`src/hdl/mpc_pkg.sv`:
```
// package for the motor pin control and fault report block
// assumes a single 200 MHz clock and synchronous active-high reset
package mpc_pkg;
   // ==========================================================
   // timing
   localparam int unsigned CLK_MHZ = 200;
   localparam int unsigned SYNC_STAGES = 2;
   // ==========================================================
   // widths
   localparam int unsigned SPEED_W = 16;
   localparam int unsigned DBG_W = 12;
   localparam int unsigned SEL_W = 3;
   localparam int unsigned PWM_W = 12;
   localparam logic [SPEED_W-1:0] SPEED_RST = 16'h0000;
   localparam logic [PWM_W-1:0] PWM_PERIOD_DEF = 12'hFA0;
   localparam logic [SPEED_W-1:0] DECEL_STEP = 16'h0001;
   // ==========================================================
   // modes
   typedef enum logic [1:0] {
      MPC_WAKE_DUTY,
      MPC_WAKE_FREQ,
      MPC_WAKE_ANALOG,
      MPC_WAKE_RSVD
   } mpc_wake_mode_t;
   typedef enum logic {
      MPC_BRAKE_LOWSIDE,
      MPC_BRAKE_ALIGN
   } mpc_brake_mode_t;
   // six gate enables, three phases high side and low side
   typedef struct packed {
      logic [2:0] high;
      logic [2:0] low;
   } mpc_gates_t;
   // override fields written over the serial interface
   typedef struct packed {
      logic brakeOvrEn;
      logic brakeOvrVal;
      logic dirOvrEn;
      logic dirOvrVal;
   } mpc_ovr_t;
   // fault inputs from protection logic
   typedef struct packed {
      logic actionable;
      logic reportOnly;
   } mpc_fault_t;
endpackage

```
`src/hdl/mpc_sync.sv`:
```
// two-flop level synchroniser
// assumes din is asynchronous to clk
`timescale 1ns/1ps
`default_nettype none
module mpc_sync #(
   parameter int unsigned W = 1
) (
   input wire logic clk,
   input wire logic sys_rst,
   input wire logic [W-1:0] din,
   output logic [W-1:0] dout
);
   logic [W-1:0] stage1;
   // first stage feeds only the second
   always_ff @(posedge clk) begin
      if (sys_rst) begin
         stage1 <= '0;
         dout <= '0;
      end else begin
         stage1 <= din;
         dout <= stage1;
      end
   end
endmodule // mpc_sync
`default_nettype wire

```
`src/hdl/mpc_pulse_gen.sv`:
```
// speed feedback pulse generator, phase accumulator
// assumes speed is a rate in accumulator units per clock
`timescale 1ns/1ps
`default_nettype none
module mpc_pulse_gen #(
   parameter int unsigned W = 16
) (
   input wire logic clk,
   input wire logic sys_rst,
   input wire logic [W-1:0] speed,
   output logic pulse
);
   logic [W-1:0] acc;
   logic [W:0] sum;
   assign sum = {1'b0, acc} + {1'b0, speed};
   // carry out gives a rate proportional to speed
   always_ff @(posedge clk) begin
      if (sys_rst) begin
         acc <= '0;
         pulse <= 1'b0;
      end else begin
         acc <= sum[W-1:0];
         pulse <= sum[W];
      end
   end
endmodule // mpc_pulse_gen
`default_nettype wire

```
`src/hdl/mpc_core.sv`:
```
// pin control and fault reporting of a sensorless motor driver
// assumes pins asynchronous, override fields held stable by host side
`timescale 1ns/1ps
`default_nettype none
module mpc_core #(
   parameter int unsigned RESTART_CYCLES = 64
) (
   input wire logic clk,
   input wire logic sys_rst,
   input wire logic brake_pin,
   input wire logic dir_pin,
   input wire logic bridge_disable_pin,
   input wire logic speed_wake_pin,
   input wire logic [mpc_pkg::SPEED_W-1:0] speed_level_in,
   input wire mpc_pkg::mpc_wake_mode_t wake_mode,
   input wire mpc_pkg::mpc_brake_mode_t brake_mode,
   input wire logic [mpc_pkg::SPEED_W-1:0] brake_speed_threshold,
   input wire mpc_pkg::mpc_ovr_t ovr,
   input wire logic [mpc_pkg::PWM_W-1:0] pwm_period,
   input wire logic [mpc_pkg::SPEED_W-1:0] speed_ramp_step,
   input wire mpc_pkg::mpc_fault_t fault_in,
   input wire logic alarm_enable,
   input wire logic [mpc_pkg::SEL_W-1:0] debug_out_1_select,
   input wire logic [mpc_pkg::SEL_W-1:0] debug_out_2_select,
   output mpc_pkg::mpc_gates_t gates,
   output logic [2:0] phase_order,
   output logic [mpc_pkg::SPEED_W-1:0] speed_cmd,
   output logic in_brake,
   output logic in_coast,
   output logic restart_pulse,
   output logic sleep_req,
   output logic [mpc_pkg::DBG_W-1:0] debug_analog_out_1,
   output logic [mpc_pkg::DBG_W-1:0] debug_analog_out_2,
   output logic speed_pulse_out,
   output logic fault_out_low,
   output logic alarm_out,
   output logic alarm_oe
);
   import mpc_pkg::*;

   // ==========================================================
   // input synchronisers
   logic brakeSync, dirSync, disSync, wakeSync;
   mpc_sync #(.W(4)) uSync (
      .clk(clk),
      .sys_rst(sys_rst),
      .din({brake_pin, dir_pin, bridge_disable_pin, speed_wake_pin}),
      .dout({brakeSync, dirSync, disSync, wakeSync})
   );

   // ==========================================================
   // effective inputs after overrides
   logic brakeReq, dirEff;
   // fields come from the host's serial register writes
   // not synchronised: the host holds them stable between writes
   // brake override
   assign brakeReq = ovr.brakeOvrEn ? ovr.brakeOvrVal : brakeSync;
   assign dirEff = ovr.dirOvrEn ? ovr.dirOvrVal : dirSync;

   // ==========================================================
   // speed command decode
   logic [SPEED_W-1:0] periodCnt, highCnt, measDuty, measFreq;
   logic wakeDly;
   logic [SPEED_W-1:0] targetSpeed;
   logic riseEdge;
   assign riseEdge = wakeSync & ~wakeDly;
   // duty: high time per period; frequency: inverted period length count
   always_ff @(posedge clk) begin
      if (sys_rst) begin
         wakeDly <= 1'b0;
         periodCnt <= '0;
         highCnt <= '0;
         measDuty <= '0;
         measFreq <= '0;
      end else begin
         wakeDly <= wakeSync;
         if (riseEdge) begin
            measDuty <= highCnt;
            measFreq <= ~periodCnt;
            // the rising cycle is high and opens the next period
            periodCnt <= 16'h0001;
            highCnt <= 16'h0001;
         end else begin
            if (periodCnt != '1) begin
               periodCnt <= periodCnt + 16'h0001;
            end
            if (wakeSync && highCnt != '1) begin
               highCnt <= highCnt + 16'h0001;
            end
         end
      end
   end
   always_comb begin
      unique case (wake_mode)
         MPC_WAKE_DUTY: targetSpeed = measDuty;
         MPC_WAKE_FREQ: targetSpeed = measFreq;
         MPC_WAKE_ANALOG: targetSpeed = speed_level_in;
         default: targetSpeed = '0;
      endcase
   end

   // ==========================================================
   // sleep decision, wake pin or analog speed level
   // sleep from wake pin, or from speed_level_in at zero in analog mode
   always_ff @(posedge clk) begin
      if (sys_rst) begin
         sleep_req <= 1'b0;
      end else if (wake_mode == MPC_WAKE_ANALOG) begin
         sleep_req <= (speed_level_in == '0);
      end else begin
         // pin low through a whole saturated period count means sleep
         sleep_req <= ~wakeSync && (periodCnt == '1);
      end
   end
   // disable pin not used in sleep term above

   // ==========================================================
   // motor state machine
   typedef enum logic [2:0] {
      ST_RUN, ST_DECEL, ST_BRAKE, ST_COAST, ST_RESTART
   } mpc_state_t;
   mpc_state_t state, next_state;
   logic [15:0] restartCnt;

   always_comb begin
      next_state = state;
      unique case (state)
         ST_RUN: begin
            if (disSync) next_state = ST_COAST;
            else if (brakeReq) next_state = ST_DECEL;
         end
         ST_DECEL: begin
            if (disSync) next_state = ST_COAST;
            else if (!brakeReq) next_state = ST_RUN;
            else if (speed_cmd <= brake_speed_threshold)
               next_state = ST_BRAKE;
         end
         ST_BRAKE: begin
            if (disSync) next_state = ST_COAST;
            else if (!brakeReq) next_state = ST_RUN;
         end
         ST_COAST: begin
            // coast touches only the bridge and speed_cmd, never sleep
            if (!disSync) next_state = ST_RESTART;
         end
         ST_RESTART: begin
            if (disSync) next_state = ST_COAST;
            else if (restartCnt == 16'(RESTART_CYCLES - 1))
               next_state = ST_RUN;
         end
         default: next_state = ST_COAST;
      endcase
   end

   always_ff @(posedge clk) begin
      if (sys_rst) begin
         state <= ST_COAST;
      end else begin
         state <= next_state;
      end
   end

   always_ff @(posedge clk) begin
      if (sys_rst) begin
         restartCnt <= '0;
      end else if (state == ST_RESTART) begin
         restartCnt <= restartCnt + 16'h0001;
      end else begin
         restartCnt <= '0;
      end
   end
   // one cycle only: coast is left on the next edge
   // masked in reset, where the state sits in coast anyway
   assign restart_pulse = (state == ST_COAST) && !disSync && !sys_rst;

   // ==========================================================
   // commanded speed
   // one bit wider so threshold plus step cannot wrap
   logic [SPEED_W:0] decelFloor;
   assign decelFloor = {1'b0, brake_speed_threshold} +
      {1'b0, speed_ramp_step};
   always_ff @(posedge clk) begin
      if (sys_rst) begin
         speed_cmd <= SPEED_RST;
      end else begin
         unique case (state)
            ST_DECEL: begin
               if ({1'b0, speed_cmd} > decelFloor) begin
                  speed_cmd <= speed_cmd - speed_ramp_step;
               end else if (speed_cmd > brake_speed_threshold) begin
                  speed_cmd <= brake_speed_threshold;
               end
               // below threshold already: held, never raised to it
            end
            ST_BRAKE, ST_COAST, ST_RESTART: speed_cmd <= '0;
            ST_RUN: speed_cmd <= targetSpeed;
            default: speed_cmd <= '0;
         endcase
      end
   end
   assign in_brake = (state == ST_BRAKE);
   assign in_coast = (state == ST_COAST);

   // ==========================================================
   // phase order and bridge gates
   // commutation order
   always_ff @(posedge clk) begin
      if (sys_rst) begin
         phase_order <= 3'b000;
      end else begin
         phase_order <= dirEff ? 3'b001 : 3'b000;
      end
   end
   // phase_order 1 = A,B,C ; 0 = A,C,B
   // gates follow next_state so they switch with the state itself
   always_ff @(posedge clk) begin
      if (sys_rst) begin
         gates <= '0;
      end else if (next_state == ST_COAST) begin
         gates <= '0;
      end else if (next_state == ST_BRAKE) begin
         if (brake_mode == MPC_BRAKE_LOWSIDE)
            gates <= '{high: 3'b000, low: 3'b111};
         else
            gates <= '{high: 3'b001, low: 3'b110};
      end else if (speed_cmd == '1) begin
         // full duty, high side held on, no refresh gap
         gates <= '{high: 3'b001, low: 3'b010};
      end else begin
         gates <= '{high: 3'b000, low: 3'b000};
      end
   end

   // ==========================================================
   // debug outputs, refreshed once per PWM period
   logic [PWM_W-1:0] pwmCnt;
   logic pwmWrap;
   // a zero period wraps only every 4096 clocks, so keep it at one or more
   assign pwmWrap = (pwmCnt >= pwm_period - 12'h001);
   always_ff @(posedge clk) begin
      if (sys_rst) begin
         pwmCnt <= '0;
      end else if (pwmWrap) begin
         pwmCnt <= '0;
      end else begin
         pwmCnt <= pwmCnt + 12'h001;
      end
   end
   // wide variables show their top bits only
   function automatic logic [DBG_W-1:0] pick(input logic [SEL_W-1:0] s,
      input logic [SPEED_W-1:0] sp, input logic [SPEED_W-1:0] tg,
      input logic [2:0] st, input logic [2:0] po);
      logic [DBG_W-1:0] v;
      v = '0;
      unique case (s)
         3'h0: v = sp[SPEED_W-1 -: DBG_W];
         3'h1: v = tg[SPEED_W-1 -: DBG_W];
         3'h2: v = {9'h000, st};
         3'h3: v = {9'h000, po};
         default: v = '0;
      endcase
      return v;
   endfunction
   always_ff @(posedge clk) begin
      if (sys_rst) begin
         debug_analog_out_1 <= '0;
         debug_analog_out_2 <= '0;
      end else if (pwmWrap) begin
         debug_analog_out_1 <= pick(debug_out_1_select, speed_cmd,
            targetSpeed, state, phase_order);
         debug_analog_out_2 <= pick(debug_out_2_select, speed_cmd,
            targetSpeed, state, phase_order);
      end
   end

   // ==========================================================
   // speed feedback pulses
   // rate follows speed
   mpc_pulse_gen #(.W(SPEED_W)) uPulse (
      .clk(clk),
      .sys_rst(sys_rst),
      .speed(speed_cmd),
      .pulse(speed_pulse_out)
   );

   // ==========================================================
   // fault and alarm reporting
   // registered so the pins never glitch while faults decode
   always_ff @(posedge clk) begin
      if (sys_rst) begin
         fault_out_low <= 1'b1;
         alarm_out <= 1'b0;
         alarm_oe <= 1'b0;
      end else if (alarm_enable) begin
         alarm_out <= fault_in.actionable | fault_in.reportOnly;
         alarm_oe <= 1'b1;
         fault_out_low <= ~fault_in.actionable;
      end else begin
         alarm_out <= 1'b0;
         alarm_oe <= 1'b0;
         fault_out_low <= ~(fault_in.actionable | fault_in.reportOnly);
      end
   end
endmodule // mpc_core
`default_nettype wire

```
`config.mk`:
```
export PLATFORM = sky130hd
export DESIGN_NAME = mpc_core
export DESIGN_NICKNAME = d
export VERILOG_FILES = /design/src/hdl/mpc_pkg.sv /design/src/hdl/mpc_sync.sv /design/src/hdl/mpc_pulse_gen.sv /design/src/hdl/mpc_core.sv
export SDC_FILE = /design/constraint.sdc
export NUM_CORES = 1
export LEC_CHECK = 0
export BUFFER_PORTS_ARGS = -buffer_cell sky130_fd_sc_hd__buf_2
export CAP_MARGIN = 20
export CELL_PAD_IN_SITES_DETAIL_PLACEMENT = 1
export CELL_PAD_IN_SITES_GLOBAL_PLACEMENT = 1
export CORE_MARGIN = 2
export CORE_UTILIZATION = 35
export CTS_BUF_LIST = sky130_fd_sc_hd__clkbuf_4 sky130_fd_sc_hd__clkbuf_8
export DETAILED_ROUTE_END_ITERATION = 16
export GPL_ROUTABILITY_DRIVEN = 0
export PLACE_DENSITY_LB_ADDON = 0.12
export SYNTH_ARGS = -nofsm -noshare
export SYNTH_HDL_FRONTEND = slang
export SYNTH_HIERARCHICAL = 1
export SYNTH_SLANG_ARGS = --single-unit
export TNS_END_PERCENT = 50
```
`constraint.sdc`:
```
create_clock -name clk -period 6.54 [get_ports clk]
set_input_delay 0.327 -clock clk [delete_from_list [all_inputs] [get_ports clk]]
set_output_delay 0.327 -clock clk [all_outputs]
set_load 0.01 [all_outputs]
```
Word level (Yosys, flattened, before mapping)
Cells that the tools add are included.
{"block": "classes", "order_cmp": 4, "n_addsub": 8, "n_reduce_logical": 18, "muxes": 30, "eq_ne": 20, "bitwise_logic": 9}
{"operator": "one-hot mux 12 bit (4 select lines)", "count": 2}
{"operator": "adder 16 x 1 -> 16 bit, second input constant", "count": 3}
{"operator": "one-hot mux 16 bit (3 select lines)", "count": 1}
{"operator": "adder 16 x 16 -> 17 bit", "count": 2}
{"operator": "equality test 16 bit, second input constant", "count": 2}
{"operator": "2-to-1 mux 16 bit", "count": 2}
{"operator": "!= test 16 bit, second input constant", "count": 2}
{"operator": "one-hot mux 16 bit (2 select lines)", "count": 1}
{"operator": "2-to-1 mux 3 bit", "count": 10}
{"operator": "equality test 3 x 2 -> 1 bit, second input constant", "count": 8}
{"operator": "greater-than comparator 16 x 17 -> 1 bit", "count": 1}
{"operator": "equality test 16 x 6 -> 1 bit, second input constant", "count": 1}
{"operator": "greater-than comparator 16 bit", "count": 1}
{"operator": "less-or-equal comparator 16 bit", "count": 1}
{"operator": "zero test 16 bit", "count": 1}
{"operator": "NOT 16 bit", "count": 1}
{"operator": "subtractor 16 bit", "count": 1}
{"operator": "one-hot mux 3 bit (5 select lines)", "count": 1}
{"operator": "adder 12 x 1 -> 12 bit, second input constant", "count": 1}
{"operator": "greater-or-equal comparator 12 bit", "count": 1}
{"operator": "subtractor 12 x 1 -> 12 bit, second input constant", "count": 1}
{"operator": "2-to-1 mux 1 bit", "count": 10}
{"operator": "OR reduction 2 bit", "count": 5}
{"operator": "equality test 3 x 1 -> 1 bit, second input constant", "count": 3}
{"operator": "other kinds (14)", "count": 27}
{"block": "totals", "register_bits": 174, "wordCells": 113, "in_bits": 82, "out_inout_bits": 57}

Depth between registers and ports, before layout
{"block": "depth", "word_depth": 7, "depth_mapped": 19, "mapped_depth_nobuf": 17}

Hierarchy
Netlist, hierarchy kept.
{"module": "mpc_core", "seq_area_each_um2": 2902.8, "cells_per_inst": 1170, "area_per_inst_um2": 9331.4, "instances": 1}
{"module": "mpc_pulse_gen", "seq_area_each_um2": 340.3, "cells_per_inst": 138, "area_per_inst_um2": 1229.9, "instances": 1}
{"module": "mpc_sync", "seq_area_each_um2": 160.2, "cells_per_inst": 16, "area_per_inst_um2": 210.2, "instances": 1}

Worst setup path before layout
OpenSTA, ideal clock, no wires.
{"block": "synth_timing", "path_kind": "input port to flip-flop", "startpoint": "input brake_speed_threshold[1] (netlist bit)", "endpoint": "register speed_cmd[0] (netlist bit)", "arrival_ps": 4033, "setup_time_ps": 88, "t_required_ps": 6452, "cell_stages": 17, "path_slack_ps": 2419, "path_buffers": 1, "path_cell_list": "ha_1 > a21o_1 > a21oi_1 > o21ai_0 > o41ai_1 > o2111ai_1 > a31oi_1 > xor2_1 > ha_1 > nand4_1 > nor2_1 > a221o_1 > a211o_1 > a21o_1 > buf_6 > or3_1 > a311oi_2"}
{"block": "synth_via", "elab_chain_len": 4, "elab_cells_between_ends": 6, "classes_between": "add/sub (1); order compare (2); eq/ne (1); mux (2)"}
{"item": "start: declaration", "line_no": "mpc_core.sv:17", "source": "input wire logic [mpc_pkg::SPEED_W-1:0] brake_speed_threshold,"}
{"item": "adder 16 x 16 -> 17 bit", "line_no": "mpc_core.sv:180", "source": "assign decelFloor = {1'b0, brake_speed_threshold} +"}
{"item": "greater-than comparator 16 x 17 -> 1 bit", "line_no": "mpc_core.sv:188", "source": "if ({1'b0, speed_cmd} > decelFloor) begin"}
{"item": "2-to-1 mux 16 bit", "line_no": "mpc_core.sv:188"}
{"item": "one-hot mux 16 bit (2 select lines)", "line_no": "mpc_core.sv:186", "source": "unique case (state)"}
{"item": "end signal: assignment", "line_no": "mpc_core.sv:189", "source": "speed_cmd <= speed_cmd - speed_ramp_step;"}
{"item": "end signal: assignment", "line_no": "mpc_core.sv:191", "source": "speed_cmd <= brake_speed_threshold;"}
{"item": "end signal: assignment", "line_no": "mpc_core.sv:196", "source": "ST_RUN: speed_cmd <= targetSpeed;"}
{"item": "end: declaration", "line_no": "mpc_core.sv:27", "source": "output logic [mpc_pkg::SPEED_W-1:0] speed_cmd,"}
Several ways; a longest one is shown, not always the timed one.
A chain may end at the register's enable or synchronous reset.

Worst setup path in the final report
{"block": "layout_timing", "startpoint": "input brake_speed_threshold[1] (netlist bit)", "endpoint": "register speed_cmd[13] (netlist bit)"}
The elaborated chain is that of the path after synthesis.

==> results by group <==
Outcome
  • Status: finished, final reports clean

Worst setup path
  • Startpoint types: primary input
  • WP data required: roughly 7.0 ns
  • CP max stage delay: between 0.8 and 0.9 ns
  • Critical Path AT: between 5 and 6 ns
  • Worst path slowest cell: o41ai_1
  • CP Capture Type: flop
  • Crit path max fanout: 18
  • Crit path cell chain: buf_2 > ha_1 > a21o_1 > a21oi_1 > o21ai_0 > o41ai_1 > o2111ai_1 > a31oi_1 > xor2_1 > ha_1 > nand4_1 > nor2_1 > a221o_1 > a211o_1 > a21oi_2 > mux2_2 > a21oi_1
  • CP Class: in2reg

Timing
  • Fmax: 209.6 MHz
  • Final worst slack: 1.769 ns
  • Hold Vio Cnt, Final: 0
  • Final setup viols: 0
  • Pins Over Slew Limit: 0
  • Tcrit/Tclk final: 72.95%
  • Skew final: around 0.022 ns
  • Setup TNS Final: 0 ns
  • Unrepaired setup endpoints after global routing: no
  • Worst Tran Pin Value: 0.9532 ns
  • Max-slew headroom: about 36%
  • Crit path time final: around 4.8 ns

Clocking
  • Clk buf depth: 2
  • Clock latency on the worst-skew pair: between 0.4 and 0.5 ns
  • Clock slew at reported path FFs: roughly 0.11 ns
  • CTS tree: yes
  • CTS sink cnt: 170
  • H-tree levels: 4
  • CTS Root Cell: clkbuf_8
  • CTS Buf Count: 17
  • PostCTS Resize Cnt: 0

Logic synthesis
  • Synthesis-stage register bit count: 170
  • Ys Warns: 6
  • Syn Area/Cell: between 8 and 9 sq um
  • Top_reg_cell synth: dfxtp_1
  • Count leader, synth: dfxtp_1
  • Asr flop ratio synth: 0%
  • Synth Cell Area: 10770 sq um
  • Number of flops mapped to enable cells by yosys: 0
  • Top post-synthesis cells by area: dfxtp_1 32%, ha_1 11%, nor2_1 5.1%
  • Largest area contributor in the synthesized netlist: dfxtp_1
  • Top post-synthesis cells by count: 170 x dfxtp_1, 145 x nor2_1, 133 x nand2_1
  • Share of the synthesized area in the top cell type: between 30% and 40%
  • Synthesized instance count: roughly 1300
  • Unique cell type count in the Yosys netlist: around 70
  • Register area share after synthesis: between 30% and 40%

Routing
  • Vias/cell: approximately 5.4
  • Vias after detailed routing: approximately 10000
  • Routed Antenna Nets: 0
  • 1st-pass router iterations: 4
  • Post-detailed-route wirelength per cell: 19.17 microns
  • Drt total wl: between 30000 and 40000 microns
  • DR DRC count: 0
  • DR iter-0 viols: about 430

Global routing
  • Initial antenna violation count: 0
  • Vias in the first global route: 10246
  • First-pass GRT wire length: between 50000 and 60000 microns
  • Largest net degree at the start of global routing: 71
  • Total grt overflow: 0
  • GRT Util Overall: about 22%

Pwr
  • P_int: approximately 1.7 mW
  • Clock share of power: 32.0%
  • Cell Pwr Density: about 210 nW/um^2
  • Total power: ~2.5 mW
  • Sw Share: between 30 and 40%
  • Worst vdd ir: 0.0001448 V
  • Sequential group share of total power: between 40 and 50%
  • P_leak: 5.197 nW
  • Psw: approximately 0.86 mW
  • Combinational power share: a little under a quarter

Place
  • Post-Place Worst Slack: 1.260 ns
  • Post-Place Cells: about 1800
  • Number of port buffers: ~130
  • Hpwl dp: around 27000 microns

Die
  • Core area: around 30000 sq um
  • Initial core utilization: 35.40%
  • Floorplan row count: between 60 and 70
  • Die width: between 150 and 200 microns
  • Chip height: 179.4 microns
  • DIE AREA: 32200 sq um
  • I/O pin total: approximately 140

Finish
  • Post-layout util: between 40% and 50%
  • Area growth syn-to-layout: 13.38%
  • Final nets: roughly 1600
  • Antenna diodes: 0
  • Multi-input gate area: 6933 sq um
  • Fraction of layout cells with a size suffix above 1: around 14%
  • Finished Layout Cells: ~1800
  • Sequential cell area: ~3400 sq um
  • Filler cells: about 3700

Min path
  • Worst hold path class: in2reg

Run
  • Max_cap viols: 0
==> worst max-delay path: cells and delay by family <==
kind / cells / cell delay (ns)
compound gates: 10 / 3.40
xor+xnor: 1 / 0.18
fa+ha+maj: 2 / 0.56
buf+inv: 1 / 0.13
mux: 1 / 0.42
simple gates: 2 / 0.12
==> layout by cell type, fill, tap and decap left out, drive strengths merged, types with 18 or more instances in the layout <==
| master | count |
|---|---|
| dfxtp | 170 |
| nor2 | 145 |
| buf | 143 |
| nand2 | 133 |
| a21oi | 103 |
| ha | 96 |
| o21ai | 70 |
| inv | 64 |
| xor2 | 48 |
| nand3 | 44 |
| xnor2 | 37 |
| nor3 | 32 |
| mux2i | 30 |
| a211oi | 26 |
| nor2b | 23 |
| nand4 | 22 |
| a21o | 20 |
| or3 | 19 |
| clkbuf | 19 |
| and3 | 18 |
==> per-stage QoR <==
| stage | hold slack [ns] | area, sq um |
|---|---|---|
| 6_report | 0.03869 | 12210 |
| 5_1_grt | 0.04493 | 12210 |
| 4_1_cts | 0.007456 | 12210 |
| 3_5_place_dp | 0.4326 | 11790 |
| 3_3_place_gp | 0.4155 | 11790 |
| 2_1_floorplan | 0.3986 | 10780 |
==> power groups by stage <==
stage | logic [mW] | registers, mW | clock network (mW)
2_1_floorplan | 0.406 | 1.13 | 0
3_3_place_gp | 0.573 | 1.16 | 0
3_5_place_dp | 0.587 | 1.16 | 0
4_1_cts | 0.591 | 1.13 | 0.837
5_1_grt | 0.663 | 1.14 | 0.877
6_report | 0.588 | 1.13 | 0.810
==> sequential cells by signal, indices dropped and copies added (netlist names), 3 cells and up <==
name / cells
highCnt: 16
measDuty: 16
measFreq: 16
periodCnt: 16
restartCnt: 16
speed_cmd: 16
uPulse/acc: 16
debug_analog_out_1: 12
debug_analog_out_2: 12
pwmCnt: 12
gates: 4
uSync/dout: 4
uSync/stage1: 4
state: 3
==> layer usage <==
metal / GRT usage, % / vias up / part of all wire (%)
met5: 0 / - / 0
met4: 7.805 / 0 / 2.8
met3: 2.613 / 41 / 3.0
met2: 36.60 / 155 / 47
met1: 29.26 / 4848 / 47
li1: - / 4976 / -
==> what timing repair did <==
item	in CTS	in global routing
hold buffers	1	0
setup endpoints to repair	0	0
setup buffers	0	0
endpoints found under the hold margin	1	0
==> path summary, 6_finish.rpt <==
kind | startpoint | end | slack (ns) | cells after the start
worst max-delay path | brake_speed_threshold[1] | speed_cmd[13] | 1.77 | 17
worst min-delay path | fault_in[1] | fault_out_low | 0.04 | 2
worst max register to register | speed_cmd[1] | speed_cmd[13] | 3.31 | 8
worst min register to register | uSync/stage1[3] | uSync/dout[3] | 0.46 | 1
==> cells by family (layout without fill, tap and decap cells) <==
kind of cell,after synthesis,count (layout),synth area share [%]
AND/OR/NAND/NOR,497,497,22.07
AO/OA/AOI/OAI,325,325,19.78
flip-flops,170,170,31.59
buffers and inverters,110,233,4.170
adder cells (fa/ha/maj),99,99,11.71
XOR/XNOR,85,85,6.911
multiplexers,37,37,3.729
other,1,4,0.03481
==> area by class of cell <==
class	count	area share [%]
Clock inverter	12	1.291
Clock buffer	19	2.090
Timing Repair Buffer	144	6.147
Multi-Input combinational cell	1047	56.77
Sequential cell	170	27.87
Inverter	58	1.783
Tap cell	396	4.057
Power figures use the tool's default switching activity.
